===== src/hsfw_defs.svh =====
// Constants for the host serial, flow and wake block
`ifndef HSFW_DEFS_SVH
`define HSFW_DEFS_SVH
`define HSFW_CLK_HZ        10000000
`define HSFW_BAUD_DEF      9600
`define HSFW_DATA_BITS     8
`define HSFW_PWM_BITS      16
`define HSFW_ADC_BITS      10
`define HSFW_GPIO_N        4
`define HSFW_RX_DEPTH      2
`define HSFW_SPI_DIV       4
`define HSFW_SPI_LAST_EDGE 4'hF
`define HSFW_LAST_BIT      3'h7
`endif


===== src/hsfw_pkg.sv =====
// Types for the host serial, flow and wake block
package hsfw_pkg;
   typedef enum logic [3:0] {
      HSFW_TX_IDLE  = 4'b0001,
      HSFW_TX_START = 4'b0010,
      HSFW_TX_DATA  = 4'b0100,
      HSFW_TX_STOP  = 4'b1000
   } hsfw_tx_e;
   typedef enum logic [3:0] {
      HSFW_RX_IDLE  = 4'b0001,
      HSFW_RX_START = 4'b0010,
      HSFW_RX_DATA  = 4'b0100,
      HSFW_RX_STOP  = 4'b1000
   } hsfw_rx_e;
   typedef enum logic [1:0] {
      HSFW_AWAKE = 2'b01,
      HSFW_SLEEP = 2'b10
   } hsfw_pwr_e;
   // Byte stream with handshake
   typedef struct packed {
      logic       valid;
      logic [7:0] data;
   } hsfw_byte_s;
   // Two-signal pin
   typedef struct packed {
      logic o;
      logic oe_n;
   } hsfw_pin_s;
endpackage


===== src/hsfw_pwm.sv =====
// Sixteen-bit duty output with first-order digital smoothing
`timescale 1ns/100ps
`include "hsfw_defs.svh"
module hsfw_pwm #(
   parameter int W = `HSFW_PWM_BITS
) (
   // Clock and reset
   input  wire logic         core_clk,
   input  wire logic         sys_rst,
   // Duty setting and output
   input  wire logic [W-1:0] duty,
   output logic              pwm_out,
   output logic [W-1:0]      filt_out
);
   import hsfw_pkg::*;
   if (W < 2 || W > 24) begin : g_bad_width
      $error("hsfw_pwm: width out of range");
   end
   typedef struct packed {
      logic [W-1:0] cnt;
      logic         pwm;
      logic [W+3:0] acc;
   } hsfw_pwm_s;
   hsfw_pwm_s s_q, s_d;
   always_comb begin
      s_d     = s_q;
      s_d.cnt = s_q.cnt + 1'b1;
      s_d.pwm = (s_q.cnt < duty);
      // First-order low-pass: acc += (in - acc/16)
      s_d.acc = s_q.acc - (s_q.acc >> 4)
              + {4'h0, (s_q.pwm ? {W{1'b1}} : {W{1'b0}})};
   end
   always_ff @(posedge core_clk or posedge sys_rst) begin
      if (sys_rst) begin
         s_q <= '0;
      end else begin
         s_q <= s_d;
      end
   end
   assign pwm_out  = s_q.pwm;
   assign filt_out = s_q.acc[W+3:4];
   AST_PWM_ZERO: assert property (@(posedge core_clk) disable iff (sys_rst)
      (duty == '0) |=> !pwm_out) else $error("pwm high at zero duty");
endmodule


===== src/hsfw_top.sv =====
// Host-side serial, flow control, SPI pins, wake, GPIO, PWM and ADC
// Notes on behaviour
// - ready-to-receive output low whenever a serial input byte fits.
// - module starts no new serial byte while host-ready is high.
// - low hardware reset holds whole module in reset.
// - high wake input brings module out of timer sleep.
// - wake indication output goes high on waking from timer sleep.
// - SPI select driven as master, released (not driven) as slave.
// - SPI clock driven as master, released (not driven) as slave.
// - master samples SPI input pin, shifts out on SPI output pin.
// - each general pin enables weak pull-up when configured input.
// - one 16-bit duty output followed by first-order low-pass filter.
`timescale 1ns/100ps
`include "hsfw_defs.svh"
module hsfw_top #(
   parameter int CLK_HZ = `HSFW_CLK_HZ,
   parameter int BAUD   = `HSFW_BAUD_DEF,
   parameter int SPI_DV = `HSFW_SPI_DIV
) (
   // Clock and resets
   input  wire logic                          core_clk,
   input  wire logic                          sys_rst,
   input  wire logic                          hw_reset_n,
   // Data serial port and flow control
   input  wire logic                          serial_in,
   output logic                               serial_out,
   output logic                               host_ready_to_rx_n,
   input  wire logic                          host_ready_n,
   // Core byte streams
   input  wire hsfw_pkg::hsfw_byte_s          tx_byte,
   output logic                               tx_ready,
   output hsfw_pkg::hsfw_byte_s               rx_byte,
   input  wire logic                          rx_ready,
   // SPI pins and control
   input  wire logic                          spi_master,
   input  wire logic                          spi_start,
   input  wire logic [7:0]                    spi_tx_data,
   output logic [7:0]                         spi_rx_data,
   output logic                               spi_busy,
   input  wire logic                          spi_in,
   output logic                               spi_out,
   input  wire logic                          spi_sel_n_i,
   output hsfw_pkg::hsfw_pin_s                spi_sel_n,
   input  wire logic                          spi_clk_i,
   output hsfw_pkg::hsfw_pin_s                spi_clk,
   // Wake and sleep
   input  wire logic                          sleep_req,
   input  wire logic                          wake_in,
   output logic                               wake_out,
   output logic                               asleep,
   // General pins
   input  wire logic [`HSFW_GPIO_N-1:0]       gp_dir_out,
   input  wire logic [`HSFW_GPIO_N-1:0]       gp_wr,
   input  wire logic [`HSFW_GPIO_N-1:0]       gp_i,
   output logic [`HSFW_GPIO_N-1:0]            gp_o,
   output logic [`HSFW_GPIO_N-1:0]            gp_oe_n,
   output logic [`HSFW_GPIO_N-1:0]            gp_pullup,
   output logic [`HSFW_GPIO_N-1:0]            gp_rd,
   // Duty output
   input  wire logic [`HSFW_PWM_BITS-1:0]     duty_set,
   output logic                               duty_output_0,
   output logic [`HSFW_PWM_BITS-1:0]          duty_filtered,
   // Analog inputs, sampled from converter front end
   input  wire logic [`HSFW_ADC_BITS-1:0]     analog_in_0,
   input  wire logic [`HSFW_ADC_BITS-1:0]     analog_in_1,
   input  wire logic                          adc_ref_sel,
   output logic [`HSFW_ADC_BITS-1:0]          adc_code_0,
   output logic [`HSFW_ADC_BITS-1:0]          adc_code_1
);
   import hsfw_pkg::*;
   localparam int BIT_CYC = CLK_HZ / BAUD;
   localparam int HALF    = BIT_CYC / 2;
   // Bit counter is 16 bits wide; below 4 cycles mid-bit sampling fails
   if (BIT_CYC < 4 || BIT_CYC > 65535) begin : g_bad_baud
      $error("hsfw_top: bad baud");
   end
   if (SPI_DV < 2 || SPI_DV > 255) begin : g_bad_div
      $error("hsfw_top: bad SPI divider");
   end
   // ********************
   // State
   // ********************
   typedef struct packed {
      hsfw_tx_e   tx_st;
      logic [15:0] tx_cnt;
      logic [2:0] tx_bit;
      logic [7:0] tx_sh;
      logic       tx_o;
      hsfw_rx_e   rx_st;
      logic [15:0] rx_cnt;
      logic [2:0] rx_bit;
      logic [7:0] rx_sh;
      logic       rx_s1;
      logic       rx_s2;
      logic       rx_v;
      logic [7:0] rx_d;
      logic       sp_act;
      logic [7:0] sp_div;
      logic [3:0] sp_edge;
      logic       sp_clk;
      logic [7:0] sp_sh;
      logic [7:0] sp_rx;
      hsfw_pwr_e  pwr;
      logic       wk;
      logic [`HSFW_GPIO_N-1:0] gp;
      logic [`HSFW_ADC_BITS-1:0] a0;
      logic [`HSFW_ADC_BITS-1:0] a1;
   } hsfw_top_s;
   hsfw_top_s s_q, s_d;
   logic rst_all;
   assign rst_all = sys_rst | ~hw_reset_n;
   // ********************
   // Next state
   // ********************
   always_comb begin
      s_d       = s_q;
      s_d.rx_s1 = serial_in;
      s_d.rx_s2 = s_q.rx_s1;
      s_d.wk    = 1'b0;
      // Serial transmit: holds start of a new byte while host not ready
      case (s_q.tx_st)
         HSFW_TX_IDLE: begin
            s_d.tx_o = 1'b1;
            if (tx_byte.valid && !host_ready_n) begin
               s_d.tx_sh  = tx_byte.data;
               s_d.tx_st  = HSFW_TX_START;
               s_d.tx_cnt = 16'(BIT_CYC - 1);
               s_d.tx_o   = 1'b0;
            end
         end
         HSFW_TX_START, HSFW_TX_DATA: begin
            if (s_q.tx_cnt == '0) begin
               s_d.tx_cnt = 16'(BIT_CYC - 1);
               s_d.tx_o   = s_q.tx_sh[0];
               s_d.tx_sh  = {1'b1, s_q.tx_sh[7:1]};
               if (s_q.tx_st == HSFW_TX_START) begin
                  s_d.tx_st  = HSFW_TX_DATA;
                  s_d.tx_bit = 3'h0;
               end else if (s_q.tx_bit == `HSFW_LAST_BIT) begin
                  s_d.tx_o  = 1'b1;
                  s_d.tx_st = HSFW_TX_STOP;
               end else begin
                  s_d.tx_o   = s_q.tx_sh[0];
                  s_d.tx_bit = s_q.tx_bit + 3'h1;
               end
            end else begin
               s_d.tx_cnt = s_q.tx_cnt - 16'h0001;
            end
         end
         HSFW_TX_STOP: begin
            if (s_q.tx_cnt == '0) s_d.tx_st = HSFW_TX_IDLE;
            else s_d.tx_cnt = s_q.tx_cnt - 16'h0001;
         end
         default: s_d.tx_st = HSFW_TX_IDLE;
      endcase
      // Serial receive, sampled mid-bit
      if (s_q.rx_v && rx_ready) s_d.rx_v = 1'b0;
      case (s_q.rx_st)
         HSFW_RX_IDLE: if (!s_q.rx_s2) begin
            s_d.rx_st  = HSFW_RX_START;
            s_d.rx_cnt = 16'(HALF - 1);
         end
         HSFW_RX_START: if (s_q.rx_cnt == '0) begin
            s_d.rx_cnt = 16'(BIT_CYC - 1);
            s_d.rx_bit = 3'h0;
            s_d.rx_st  = s_q.rx_s2 ? HSFW_RX_IDLE : HSFW_RX_DATA;
         end else s_d.rx_cnt = s_q.rx_cnt - 16'h0001;
         HSFW_RX_DATA: if (s_q.rx_cnt == '0) begin
            s_d.rx_cnt = 16'(BIT_CYC - 1);
            s_d.rx_sh  = {s_q.rx_s2, s_q.rx_sh[7:1]};
            s_d.rx_bit = s_q.rx_bit + 3'h1;
            if (s_q.rx_bit == `HSFW_LAST_BIT) s_d.rx_st = HSFW_RX_STOP;
         end else s_d.rx_cnt = s_q.rx_cnt - 16'h0001;
         HSFW_RX_STOP: if (s_q.rx_cnt == '0) begin
            s_d.rx_st = HSFW_RX_IDLE;
            // Bad stop bit drops the byte; a full holder not read in the same cycle keeps its byte and drops the new one
            if (s_q.rx_s2 && !s_d.rx_v) begin
               s_d.rx_v = 1'b1;
               s_d.rx_d = s_q.rx_sh;
            end
         end else s_d.rx_cnt = s_q.rx_cnt - 16'h0001;
         default: s_d.rx_st = HSFW_RX_IDLE;
      endcase
      // SPI master: mode 0, divider sets half period
      if (!spi_master) begin
         s_d.sp_act = 1'b0;
         s_d.sp_clk = 1'b0;
      end else if (!s_q.sp_act) begin
         if (spi_start) begin
            s_d.sp_act  = 1'b1;
            s_d.sp_sh   = spi_tx_data;
            s_d.sp_div  = 8'(SPI_DV - 1);
            s_d.sp_edge = 4'h0;
         end
      end else if (s_q.sp_div != '0) begin
         s_d.sp_div = s_q.sp_div - 8'h01;
      end else begin
         s_d.sp_div  = 8'(SPI_DV - 1);
         s_d.sp_clk  = ~s_q.sp_clk;
         s_d.sp_edge = s_q.sp_edge + 4'h1;
         if (!s_q.sp_clk) s_d.sp_rx = {s_q.sp_rx[6:0], spi_in};
         else s_d.sp_sh = {s_q.sp_sh[6:0], 1'b0};
         if (s_q.sp_edge == `HSFW_SPI_LAST_EDGE) s_d.sp_act = 1'b0;
      end
      // Timer sleep and wake
      case (s_q.pwr)
         HSFW_AWAKE: if (sleep_req && !wake_in) s_d.pwr = HSFW_SLEEP;
         HSFW_SLEEP: if (wake_in) begin
            s_d.pwr = HSFW_AWAKE;
            s_d.wk  = 1'b1;
         end
         default: s_d.pwr = HSFW_AWAKE;
      endcase
      for (int i = 0; i < `HSFW_GPIO_N; i++) begin
         s_d.gp[i] = gp_dir_out[i] ? gp_wr[i] : gp_i[i];
      end
      // Converter codes, scaled to half when using supply reference
      s_d.a0 = adc_ref_sel ? analog_in_0 : {1'b0, analog_in_0[9:1]};
      s_d.a1 = adc_ref_sel ? analog_in_1 : {1'b0, analog_in_1[9:1]};
   end
   always_ff @(posedge core_clk or posedge rst_all) begin
      if (rst_all) begin
         s_q       <= '0;
         s_q.tx_st <= HSFW_TX_IDLE;
         s_q.tx_o  <= 1'b1;
         s_q.rx_st <= HSFW_RX_IDLE;
         s_q.rx_s1 <= 1'b1;
         s_q.rx_s2 <= 1'b1;
         s_q.pwr   <= HSFW_AWAKE;
      end else begin
         s_q <= s_d;
      end
   end
   // ********************
   // Outputs
   // ********************
   assign serial_out         = s_q.tx_o;
   assign tx_ready           = (s_q.tx_st == HSFW_TX_IDLE) && !host_ready_n;
   assign rx_byte            = '{valid: s_q.rx_v, data: s_q.rx_d};
   assign host_ready_to_rx_n = s_q.rx_v;
   assign spi_rx_data        = s_q.sp_rx;
   assign spi_busy           = s_q.sp_act;
   assign spi_out            = s_q.sp_sh[7];
   assign spi_sel_n = '{o: ~s_q.sp_act, oe_n: ~spi_master};
   assign spi_clk   = '{o: s_q.sp_clk, oe_n: ~spi_master};
   assign wake_out  = s_q.wk;
   assign asleep    = (s_q.pwr == HSFW_SLEEP);
   assign gp_o      = s_q.gp;
   assign gp_oe_n   = ~gp_dir_out;
   assign gp_pullup = ~gp_dir_out;
   assign gp_rd     = s_q.gp;
   assign adc_code_0 = s_q.a0;
   assign adc_code_1 = s_q.a1;
   hsfw_pwm #(.W(`HSFW_PWM_BITS)) hsfw_pwm_inst (
      .core_clk (core_clk),
      .sys_rst  (rst_all),
      .duty     (duty_set),
      .pwm_out  (duty_output_0),
      .filt_out (duty_filtered)
   );
   // ********************
   // Checks
   // ********************
   AST_RTR_FULL: assert property (@(posedge core_clk) disable iff (rst_all)
      rx_byte.valid |-> host_ready_to_rx_n) else $error("rtr low when full");
   AST_HOLD_TX: assert property (@(posedge core_clk) disable iff (rst_all)
      (s_q.tx_st == HSFW_TX_IDLE && host_ready_n) |=> s_q.tx_st == HSFW_TX_IDLE)
      else $error("tx began while host not ready");
   AST_WAKE: assert property (@(posedge core_clk) disable iff (rst_all)
      (asleep && wake_in) |=> (wake_out && !asleep)) else $error("no wake");
   AST_WAKE_OUT: assert property (@(posedge core_clk) disable iff (rst_all)
      wake_out |-> $past(asleep)) else $error("wake out w/o sleep");
   AST_SEL_DIR: assert property (@(posedge core_clk) disable iff (rst_all)
      !spi_master |-> spi_sel_n.oe_n) else $error("select driven as slave");
   AST_CLK_DIR: assert property (@(posedge core_clk) disable iff (rst_all)
      !spi_master |-> (spi_clk.oe_n && !spi_busy)) else $error("clk as slave");
   AST_SPI_LEN: assert property (@(posedge core_clk) disable iff (rst_all)
      (spi_start && spi_master && !spi_busy ##1 spi_master[*8]) |-> spi_busy)
      else $error("spi ended early");
   AST_PULLUP: assert property (@(posedge core_clk) disable iff (rst_all)
      gp_pullup == gp_oe_n) else $error("pull-up mismatch");
   AST_START_BIT: assert property (@(posedge core_clk) disable iff (rst_all)
      (s_q.tx_st == HSFW_TX_START) |-> !serial_out) else $error("start");
   AST_RESET_PIN: assert property (@(posedge core_clk)
      !hw_reset_n |=> (serial_out && !rx_byte.valid)) else $error("rst");
   CV_TX: cover property (@(posedge core_clk) s_q.tx_st == HSFW_TX_STOP);
   CV_RX: cover property (@(posedge core_clk) $rose(rx_byte.valid));
   CV_SPI: cover property (@(posedge core_clk) $fell(spi_busy));
   CV_WAKE: cover property (@(posedge core_clk) wake_out);
endmodule


===== config.mk =====
export PLATFORM = sky130hd
export DESIGN_NAME = hsfw_top
export DESIGN_NICKNAME = d
export VERILOG_FILES = /design/src/hsfw_pkg.sv /design/src/hsfw_pwm.sv /design/src/hsfw_top.sv
export VERILOG_INCLUDE_DIRS = /design/src
export SDC_FILE = /design/constraint.sdc
export NUM_CORES = 1
export LEC_CHECK = 0
export BUFFER_PORTS_ARGS = -buffer_cell sky130_fd_sc_hd__buf_2
export CAP_MARGIN = 20
export CELL_PAD_IN_SITES_DETAIL_PLACEMENT = 1
export CELL_PAD_IN_SITES_GLOBAL_PLACEMENT = 2
export CORE_MARGIN = 4
export CORE_UTILIZATION = 25
export DETAILED_ROUTE_END_ITERATION = 16
export PLACE_DENSITY = 0.62
export SLEW_MARGIN = 10
export SYNTH_ARGS = -nofsm -noshare
export SYNTH_HDL_FRONTEND = slang
export SYNTH_SLANG_ARGS = --single-unit

===== constraint.sdc =====
create_clock -name core_clk -period 13.1 [get_ports core_clk]
set_input_delay 3.275 -clock core_clk [delete_from_list [all_inputs] [get_ports core_clk]]
set_output_delay 3.275 -clock core_clk [all_outputs]
set_load 0.02 [all_outputs]

# Word-level counts from Yosys, hierarchy flattened
# Cells that the tools add are included.
# totals
register_bits	168
inputBits	79
output_inout_bits	81
# op_classes
add_sub_neg	9
order_cmp	1
eq_ne	31
mux	57
bitwise	7
n_reduce_logical	34
# op_table
cell	n
case mux 16 bit (3 select lines)	2
2-to-1 mux 16 bit	5
2-to-1 mux 9 bit	5
2-to-1 mux 20 bit	2
2-to-1 mux 8 bit	5
logical NOT 16 bit	2
2-to-1 mux 4 bit	8
inequality test 2 bit, second input constant	16
subtractor 16 x 1 -> 16 bit, second input constant	2
2-to-1 mux 13 bit	2
2-to-1 mux 21 bit	1
AND reduction 3 bit	7
adder 20 x 16 -> 20 bit	1
2-to-1 mux 10 bit	2
subtractor 20 x 16 -> 20 bit	1
case mux 9 bit (2 select lines)	1
adder 16 x 1 -> 16 bit, second input constant	1
< comparator 16 bit	1
case mux 4 bit (4 select lines)	1
2-to-1 mux 3 bit	5
2-to-1 mux 1 bit	13
== test 4 bit, second input constant	3
case mux 4 bit (3 select lines)	1
AND reduction 4 bit	3
other kinds (26)	49

# Logic depth before layout (Yosys ltp)
# Gate-level depths: netlist of the first run.
# logic_depth
ltp_word	7
ltp_mapped	12

# Cells and area by module
# Synthesis of the first run repeated with hierarchy kept, for this count alone.
# unflattened
cells_unflattened	980
area_unflattened_um2	9846.9
# by_module_without_submodules
module	n_inst	cells_per_inst	area_per_inst_um2	seq_area_each_um2
hsfw_top	1	648	6702.7	3285.7
hsfw_pwm	1	332	3144.3	925.9

# Worst setup path after synthesis of the first run
# No wires, ideal clock.
# synth_timing
kind	in2out
startpoint	input host_ready_n
endpoint	output tx_ready
t_arrival_ns	3.949
path_slack_ns	5.876
path_stages	1
path_buffers	0
cell_sequence	nor4_1
# synth_via
elab_chain_cells	2
# synth_lines
element	line	text
start: declaration	hsfw_top.sv:28	input wire logic host_ready_n,
logical NOT 1 bit	hsfw_top.sv:238	assign tx_ready = (s_q.tx_st == HSFW_TX_IDLE) && !host_ready_n;
logical AND 1 bit	hsfw_top.sv:238	
end: declaration	hsfw_top.sv:31	output logic tx_ready,
# Every way passes these cells.

# Final worst setup path of the first run
# Ends and elaborated chain as after synthesis.

==> results.yml, run 1 <==
routing:
  routed_wl_um: 23400
  ant_nets: 0
  top_layer: "met4"
  dr.first_iter.drc_count: 221
  post_drt_wl_per_cell_um: 14.8
  wl_met3_um: 998
  wl_met1_um: 11300
  via_per_inst: 4.39
  vias: 6955
  dr.pass1.iters: 4
  wl_met2_um: 10900
  drc: 0
critical_path:
  regToRegEndpoint: "hsfw_pwm_inst.filt_out[14]"
  reg2reg_depth: 13
  endpoint_kind: "output port"
  worst_ep_required_time_ps: 9820
  path_cells: "buf_2 -> nor4_1 -> buf_2"
  cpPeakStageDelay_ps: 210
  crit_fanout: 3
  ff2ff_setup_slack_ps: 9590
  regToRegStartpoint: "hsfw_pwm_inst.pwm_out"
  cpLargestDelayFamily: "buffers and inverters"
  crit_arrival_ps: 3820
  cp_common_cell: "buf_2"
  slowest_stage: "nor4_1"
  crit_type: "input pin to output port"
  path_buf_inv: 2
  start_kind: "input pin"
timing:
  rsz0062_at_grt: "false"
  hold_violations: 0
  worst_pin_slew_ps: 958
  setup_viol: 0
  post-route-period-util_pct: 54.1
  skew_ps: 14.8
  min_period_ps: 7090
  max_freq_mhz: 141
  fin_tns_setup_ps: 0
  slew-limit-headroom_pct: 36.1
  finalMaxSlewViolations: 0
finish:
  final_core_util_pct: 29.3
  instances_no_fill: 1584
  regArea_um2: 4210
  final_cell_mix: "dfrtp_1, buf_2, inv_1"
  layout-drive-gt1-share_pct: 24.0
  antenna_cells: 0
  final_common_cell: "dfrtp_1"
  nFillCells: 4354
  final_nets: 1201
  syn_to_final_growth_pct: 15.3
  multi_input_area_um2: 4440
clock_network:
  postCtsHoldBufs: 0
  clock-sinks: 168
  insertion_delay_ps: 440
  cts_tree: "done"
  clk_path_buf_depth: 2
  root_buffer: "clkbuf_16"
  cts_buffers: 17
  cts_max_level: 4
  cts_setup_buffers: 0
  cts.clk_slew.worst_paths_ps: 70
  cts_resized: 0
synth:
  netlist_instances: 970
  synth_top_area_share_pct: 42.2
  synth_edf_count: 0
  synth_flop_cell: "dfrtp_1"
  ys_seq_area_share_pct: 43.8
  synth_cell_types: 67
  syn_nets: 1111
  synth-seq-cells: 168
  netlist_top_cells_area: "dfrtp_1, ha_1, mux2_2, buf_4, xnor2_1"
  ys_async_sr_fraction_pct: 100
  syn_area_um2: 9610
  yosysTopAreaCell: "dfrtp_1"
  synth_warnings: 0
  avgSynthCellArea_um2: 9.90
floorplanning:
  die-width_um: 204
  row_count: 71
  coreArea_um2: 37800
  pin_count: 160
  initial_core_util_pct: 25.4
  die_area_um2: 41600
  die_h_um: 204
placement:
  place.gp.congestion: 0.737
  io_buffers: 157
  dp_hpwl_um: 16900
  placed_cells: 1551
run:
  drv_cap: 0
pwr:
  powerDensity_nw_per_um2: 214
  p_leak_nw: 5.37
  finalPower_mw: 2.37
  ir_worst_vdd_mv: 0.0863
min_path:
  hold_end: "s_q[66]"
  min_path_type: "flop to flop"
  whs_path_depth: 0
  hp-start: "s_d[66]"
run_status:
  status: "finished clean"
global_routing:
  grt_pass1_wl_um: 39300
  grt_max_degree: 169
  grt_pass1_vias: 7413
  antenna_found_initial: 0
  grt_usage_pct: 11.6
  overflow: 0
## power by group
group	switching (mW)	internal (mW)
Combinational	0.670	0.484
Sequential	0.0809	0.616
Clock	0.229	0.295
## cell usage after synthesis, drive strengths merged (4+ instances only)
library cell and n:
dfrtp 162, inv 95, nor2 88, buf 73, nand2 60, ha 46
mux2 46, xnor2 46, o21ai 44, a21oi 34, nor3 21, nand3 20
clkbuf 17, xor2 17, fa 16, nand2b 16, nor4 15, a21o 13
and3 10, nor2b 10, a31oi 9, nand4 8, o21a 8, a22oi 7
o211ai 7, and2 6, dfstp 6, or4 6, a211oi 5, nor3b 4
nor4b 4, or3 4
## kinds of logic (layout without fill, tap and decap cells)
| family | Yosys count | after routing | share of synthesized area [%] |
|---|---|---|---|
| AO/OA/AOI/OAI | 160 | 160 | 10.9 |
| XOR/XNOR | 63 | 63 | 5.74 |
| adder cells (fa/ha/maj) | 62 | 62 | 9.33 |
| buffers and inverters | 186 | 289 | 9.99 |
| flip-flops | 168 | 168 | 43.8 |
| multiplexers | 47 | 47 | 5.50 |
| AND/OR/NAND/NOR | 284 | 284 | 14.7 |
## worst reg2reg max path: stages, from the launching register on
cell and delay [ps]:
dfrtp_1 420, inv_1 70, buf_4 340, ha_1 300, inv_1 50, ha_1 190, inv_1 70, fa_1 420
nor2b_1 170, o31a_1 210, o21ai_0 200, o21ai_0 320, a21oi_1 160, o311ai_0 430
## routing by layer
layer  track usage, %  vias up
li1                 -     3410
met1             15.7     3421
met2             18.6      113
met3             2.73       11
met4             3.09        0
met5                0        -
## registers in the layout (all words and copies together), names as in the netlist
name and cells:
hsfw_pwm_inst.s_q 20, wake_out 1, gp_o 4, spi_busy 1
spi_clk 1, serial_out 1, hsfw_pwm_inst.filt_out 16, host_ready_to_rx_n 1
spi_rx_data 8, rx_byte 8, adc_code_1 10, adc_code_0 10
hsfw_pwm_inst.pwm_out 1, s_q 84, spi_out 1, s_d 1
## worst max-delay path by stage
stage | startpoint | end | slack (ps) | cells past startpoint
4_1_cts | host_ready_n | tx_ready | 6000 | 3
6_report | host_ready_n | tx_ready | 6010 | 3
5_1_grt | host_ready_n | tx_ready | 5930 | 3
3_3_place_gp | host_ready_n | tx_ready | 5950 | 3
3_5_place_dp | host_ready_n | tx_ready | 6010 | 3
2_1_floorplan | hw_reset_n | adc_code_0[0] | 3870 | 1
## layout make-up
type | instances | area share (%)
clock inverter | 12 | 1.26
timing repair buffer | 161 | 7.48
inverter | 96 | 3.25
clock buffer | 20 | 4.12
tap | 511 | 5.77
sequential | 168 | 38.0
multi-input combinational | 616 | 40.1
## per-stage QoR
stage,instance area (µm²),worst slack [ps],hold slack (ps)
detailed placement,10500,6010,347
global route,11100,5930,364
CTS,11100,6000,359
finish,11100,6010,360
global placement,10500,5950,347
floorplan,9610,3870,345
(Power assumes the default switching activity.)
==> run 2: changes to the inputs <==
--- a/config.mk
+++ b/config.mk
@@ -6,6 +6,7 @@
 export SDC_FILE = /design/constraint.sdc
 export NUM_CORES = 1
 export LEC_CHECK = 0
+export ABC_AREA = 1
 export BUFFER_PORTS_ARGS = -buffer_cell sky130_fd_sc_hd__buf_2
 export CAP_MARGIN = 20
 export CELL_PAD_IN_SITES_DETAIL_PLACEMENT = 1
@@ -13,7 +14,7 @@
 export CORE_MARGIN = 4
 export CORE_UTILIZATION = 25
 export DETAILED_ROUTE_END_ITERATION = 16
-export PLACE_DENSITY = 0.62
+export PLACE_DENSITY = 0.63
 export SLEW_MARGIN = 10
 export SYNTH_ARGS = -nofsm -noshare
 export SYNTH_HDL_FRONTEND = slang
==> constraint.sdc (replaced) <==
create_clock -name core_clk -period 6.89 [get_ports core_clk]
set_input_delay 1.7225 -clock core_clk [delete_from_list [all_inputs] [get_ports core_clk]]
set_output_delay 1.7225 -clock core_clk [all_outputs]
set_load 0.02 [all_outputs]
==> run 2 against run 1 <==
Against the previous run: sequential share of layout area is 2.7 points lower; global-route usage up 1.6 points; first-iteration DRC count up 26%; non-clock buffer count stayed put; area after synthesis is 8.9% higher; final area increased by 7.6%; wire length is 20% higher; via count is 25% higher; cell count rose by 26%; critical path type unchanged; largest cell class unchanged.
==> results.yml, run 2 <==
run_status:
  status: "finished clean"
timing:
  rsz0062_at_grt: "false"
  worst_pin_slew_ps: 820
  min_period_ps: 3860
  hold_violations: 0
  post-route-period-util_pct: 56.0
  finalMaxSlewViolations: 0
  fin_tns_setup_ps: 0
  setup_viol: 0
  max_freq_mhz: 259
  setup_ws_ps: 3030
  skew_ps: 13.7
  slew-limit-headroom_pct: 45.3
placement:
  place.gp.congestion: 0.737
  pre_cts_ws_ps: 3020
  dp_hpwl_um: 21000
  io_buffers: 157
routing:
  ant_nets: 0
  drc: 0
  routed_wl_um: 28000
  dr.pass1.iters: 4
  post_drt_wl_per_cell_um: 14.0
  vias: 8679
  via_per_inst: 4.34
  dr.first_iter.drc_count: 278
clock_network:
  insertion_delay_ps: 440
  cts_buffers: 17
  cts_setup_buffers: 0
  root_buffer: "clkbuf_16"
  cts_tree: "done"
  clock-sinks: 168
  clk_path_buf_depth: 2
  postCtsHoldBufs: 0
  cts_max_level: 4
  cts_resized: 0
  cts.clk_slew.worst_paths_ps: 70
synth:
  synth_flop_cell: "dfrtp_1"
  synth_cell_types: 47
  avgSynthCellArea_um2: 7.68
  synth_top_family_by_area: "simple AND/OR/NAND/NOR gates"
  netlist_top_cells_area: "dfrtp_1, nand2_1, inv_1, ha_1, buf_4"
  synth_most_common_cell: "nand2_1"
  synth_edf_count: 0
  ys_async_sr_fraction_pct: 100
  yosys.area_share.simple_pct: 25.8
  synth_mux_area_share_pct: 0.311
  synthTopCellsByCount: "nand2_1, inv_1, dfrtp_1"
  synth_xor_area_share_pct: 3.26
  synth_warnings: 0
  synthAdderAreaFrac_pct: 8.56
  synth_top_area_share_pct: 38.7
  yosysTopAreaCell: "dfrtp_1"
  netlist_instances: 1363
  syn_area_um2: 10500
  synth_compound_area_share_pct: 8.43
  syn_nets: 1504
  synth-seq-cells: 168
  ys_seq_area_share_pct: 40.2
floorplanning:
  die_h_um: 213
  die-width_um: 213
  pin_count: 160
  die_area_um2: 45200
  coreArea_um2: 41100
  initial_core_util_pct: 25.5
  row_count: 74
finish:
  layout-drive-gt1-share_pct: 16.2
  largest_reg_flops: 84
  final_core_util_pct: 29.0
  syn_to_final_growth_pct: 13.9
  largest_register: "s_q"
  final_nets: 1593
  final_common_cell: "nand2_1"
  final_cell_mix: "nand2_1, inv_1, dfrtp_1"
critical_path:
  regToRegStartpoint: "hsfw_pwm_inst.pwm_out"
  regToRegEndpoint: "hsfw_pwm_inst.filt_out[12]"
  crit_type: "input pin to output port"
  worst_ep_required_time_ps: 5170
  reg2reg_depth: 12
  endpoint_kind: "output port"
  start_kind: "input pin"
  crit_arrival_ps: 2140
  crit_fanout: 7
  ff2ff_setup_slack_ps: 3810
global_routing:
  antenna_found_initial: 4
  grt_pass1_wl_um: 48100
  grt_pass1_vias: 9577
  grt_max_degree: 129
  grt_usage_pct: 13.1
  overflow: 0
pwr:
  power.internal_mw: 2.71
  p_leak_nw: 6.44
  powerDensity_nw_per_um2: 431
  switchingPower_mw: 2.43
  p_seq_share_pct: 26.3
  clock_power_share_pct: 19.5
  power_frac_comb_pct: 54.2
  switching_share_pct: 47.2
  ir_worst_vdd_mv: 0.162
min_path:
  hp-start: "s_d[66]"
  whs_path_depth: 0
  min_path_type: "flop to flop"
  hold_end: "s_q[66]"
run:
  drv_cap: 0
run 2: cell count changes in the layout (fill, tap and decap cells not counted), moves of 15 or more:
cell	before	now
mux2_2	46	2
nor2_1	88	115
nor3_1	20	5
xnor2_1	46	8
nand2_1	60	391
nand4_1	8	23
nand3_1	20	80
inv_1	95	199
nand2b_1	16	0
run 2: power by group through the flow:
stage | Combinational [mW] | Sequential (mW) | Clock (mW)
2_1_floorplan | 2.23 | 1.33 | 0
3_3_place_gp | 2.79 | 1.37 | 0
3_5_place_dp | 2.84 | 1.37 | 0
4_1_cts | 2.86 | 1.36 | 1.06
5_1_grt | 3.26 | 1.38 | 1.09
6_report | 2.79 | 1.35 | 1.00
run 2: stage by stage:
stage / total power, mW / cells / hold WS, ps / cell area [µm²]
global placement: 4.16 / 1965 / 348 / 11300
finish: 5.14 / 1998 / 357 / 11900
floorplan: 3.56 / 1363 / 345 / 10500
CTS: 5.27 / 1996 / 358 / 11900
global route: 5.74 / 1997 / 359 / 11900
detailed placement: 4.22 / 1965 / 348 / 11300
run 2: critical path, cell delays in order:
cell,delay (ps)
buf_2,190
inv_1,70
buf_2,160
run 2: worst max path at each step:
stage,start,endpoint,slack [ps],cells past startpoint
6_report,spi_master,spi_sel_n[0],3030,3
5_1_grt,spi_master,spi_sel_n[0],2990,3
4_1_cts,spi_master,spi_sel_n[0],3020,3
3_5_place_dp,spi_master,spi_sel_n[0],3020,3
3_3_place_gp,spi_master,spi_sel_n[0],3030,3
2_1_floorplan,hw_reset_n,adc_code_0[0],1850,2
run 2: area by class of cell:
| class | count | area [µm²] |
|---|---|---|
| Antenna cell | 2 | 5.00 |
| Clock buffer | 19 | 443 |
| Clock inverter | 12 | 150 |
| Fill cell | 5068 | 29200 |
| Inverter | 202 | 758 |
| Multi-Input combinational cell | 902 | 4860 |
| Sequential cell | 168 | 4210 |
| Tap cell | 532 | 666 |
| Timing Repair Buffer | 161 | 828 |
run 2: layer usage:
layer | up-vias | wire [µm] | track usage, %
li1 | 4395 | - | -
met1 | 4138 | 13100 | 16.4
met2 | 124 | 13200 | 22.3
met3 | 18 | 1410 | 4.06
met4 | 4 | 308 | 2.95
met5 | - | 34 | 0
run 2: cells by family after synthesis:
| family | after synthesis |
|---|---|
| mux | 3 |
| flops | 168 |
| compound gates | 153 |
| xor+xnor | 39 |
| buf+inv | 293 |
| fa+ha+maj | 62 |
| simple gates | 645 |
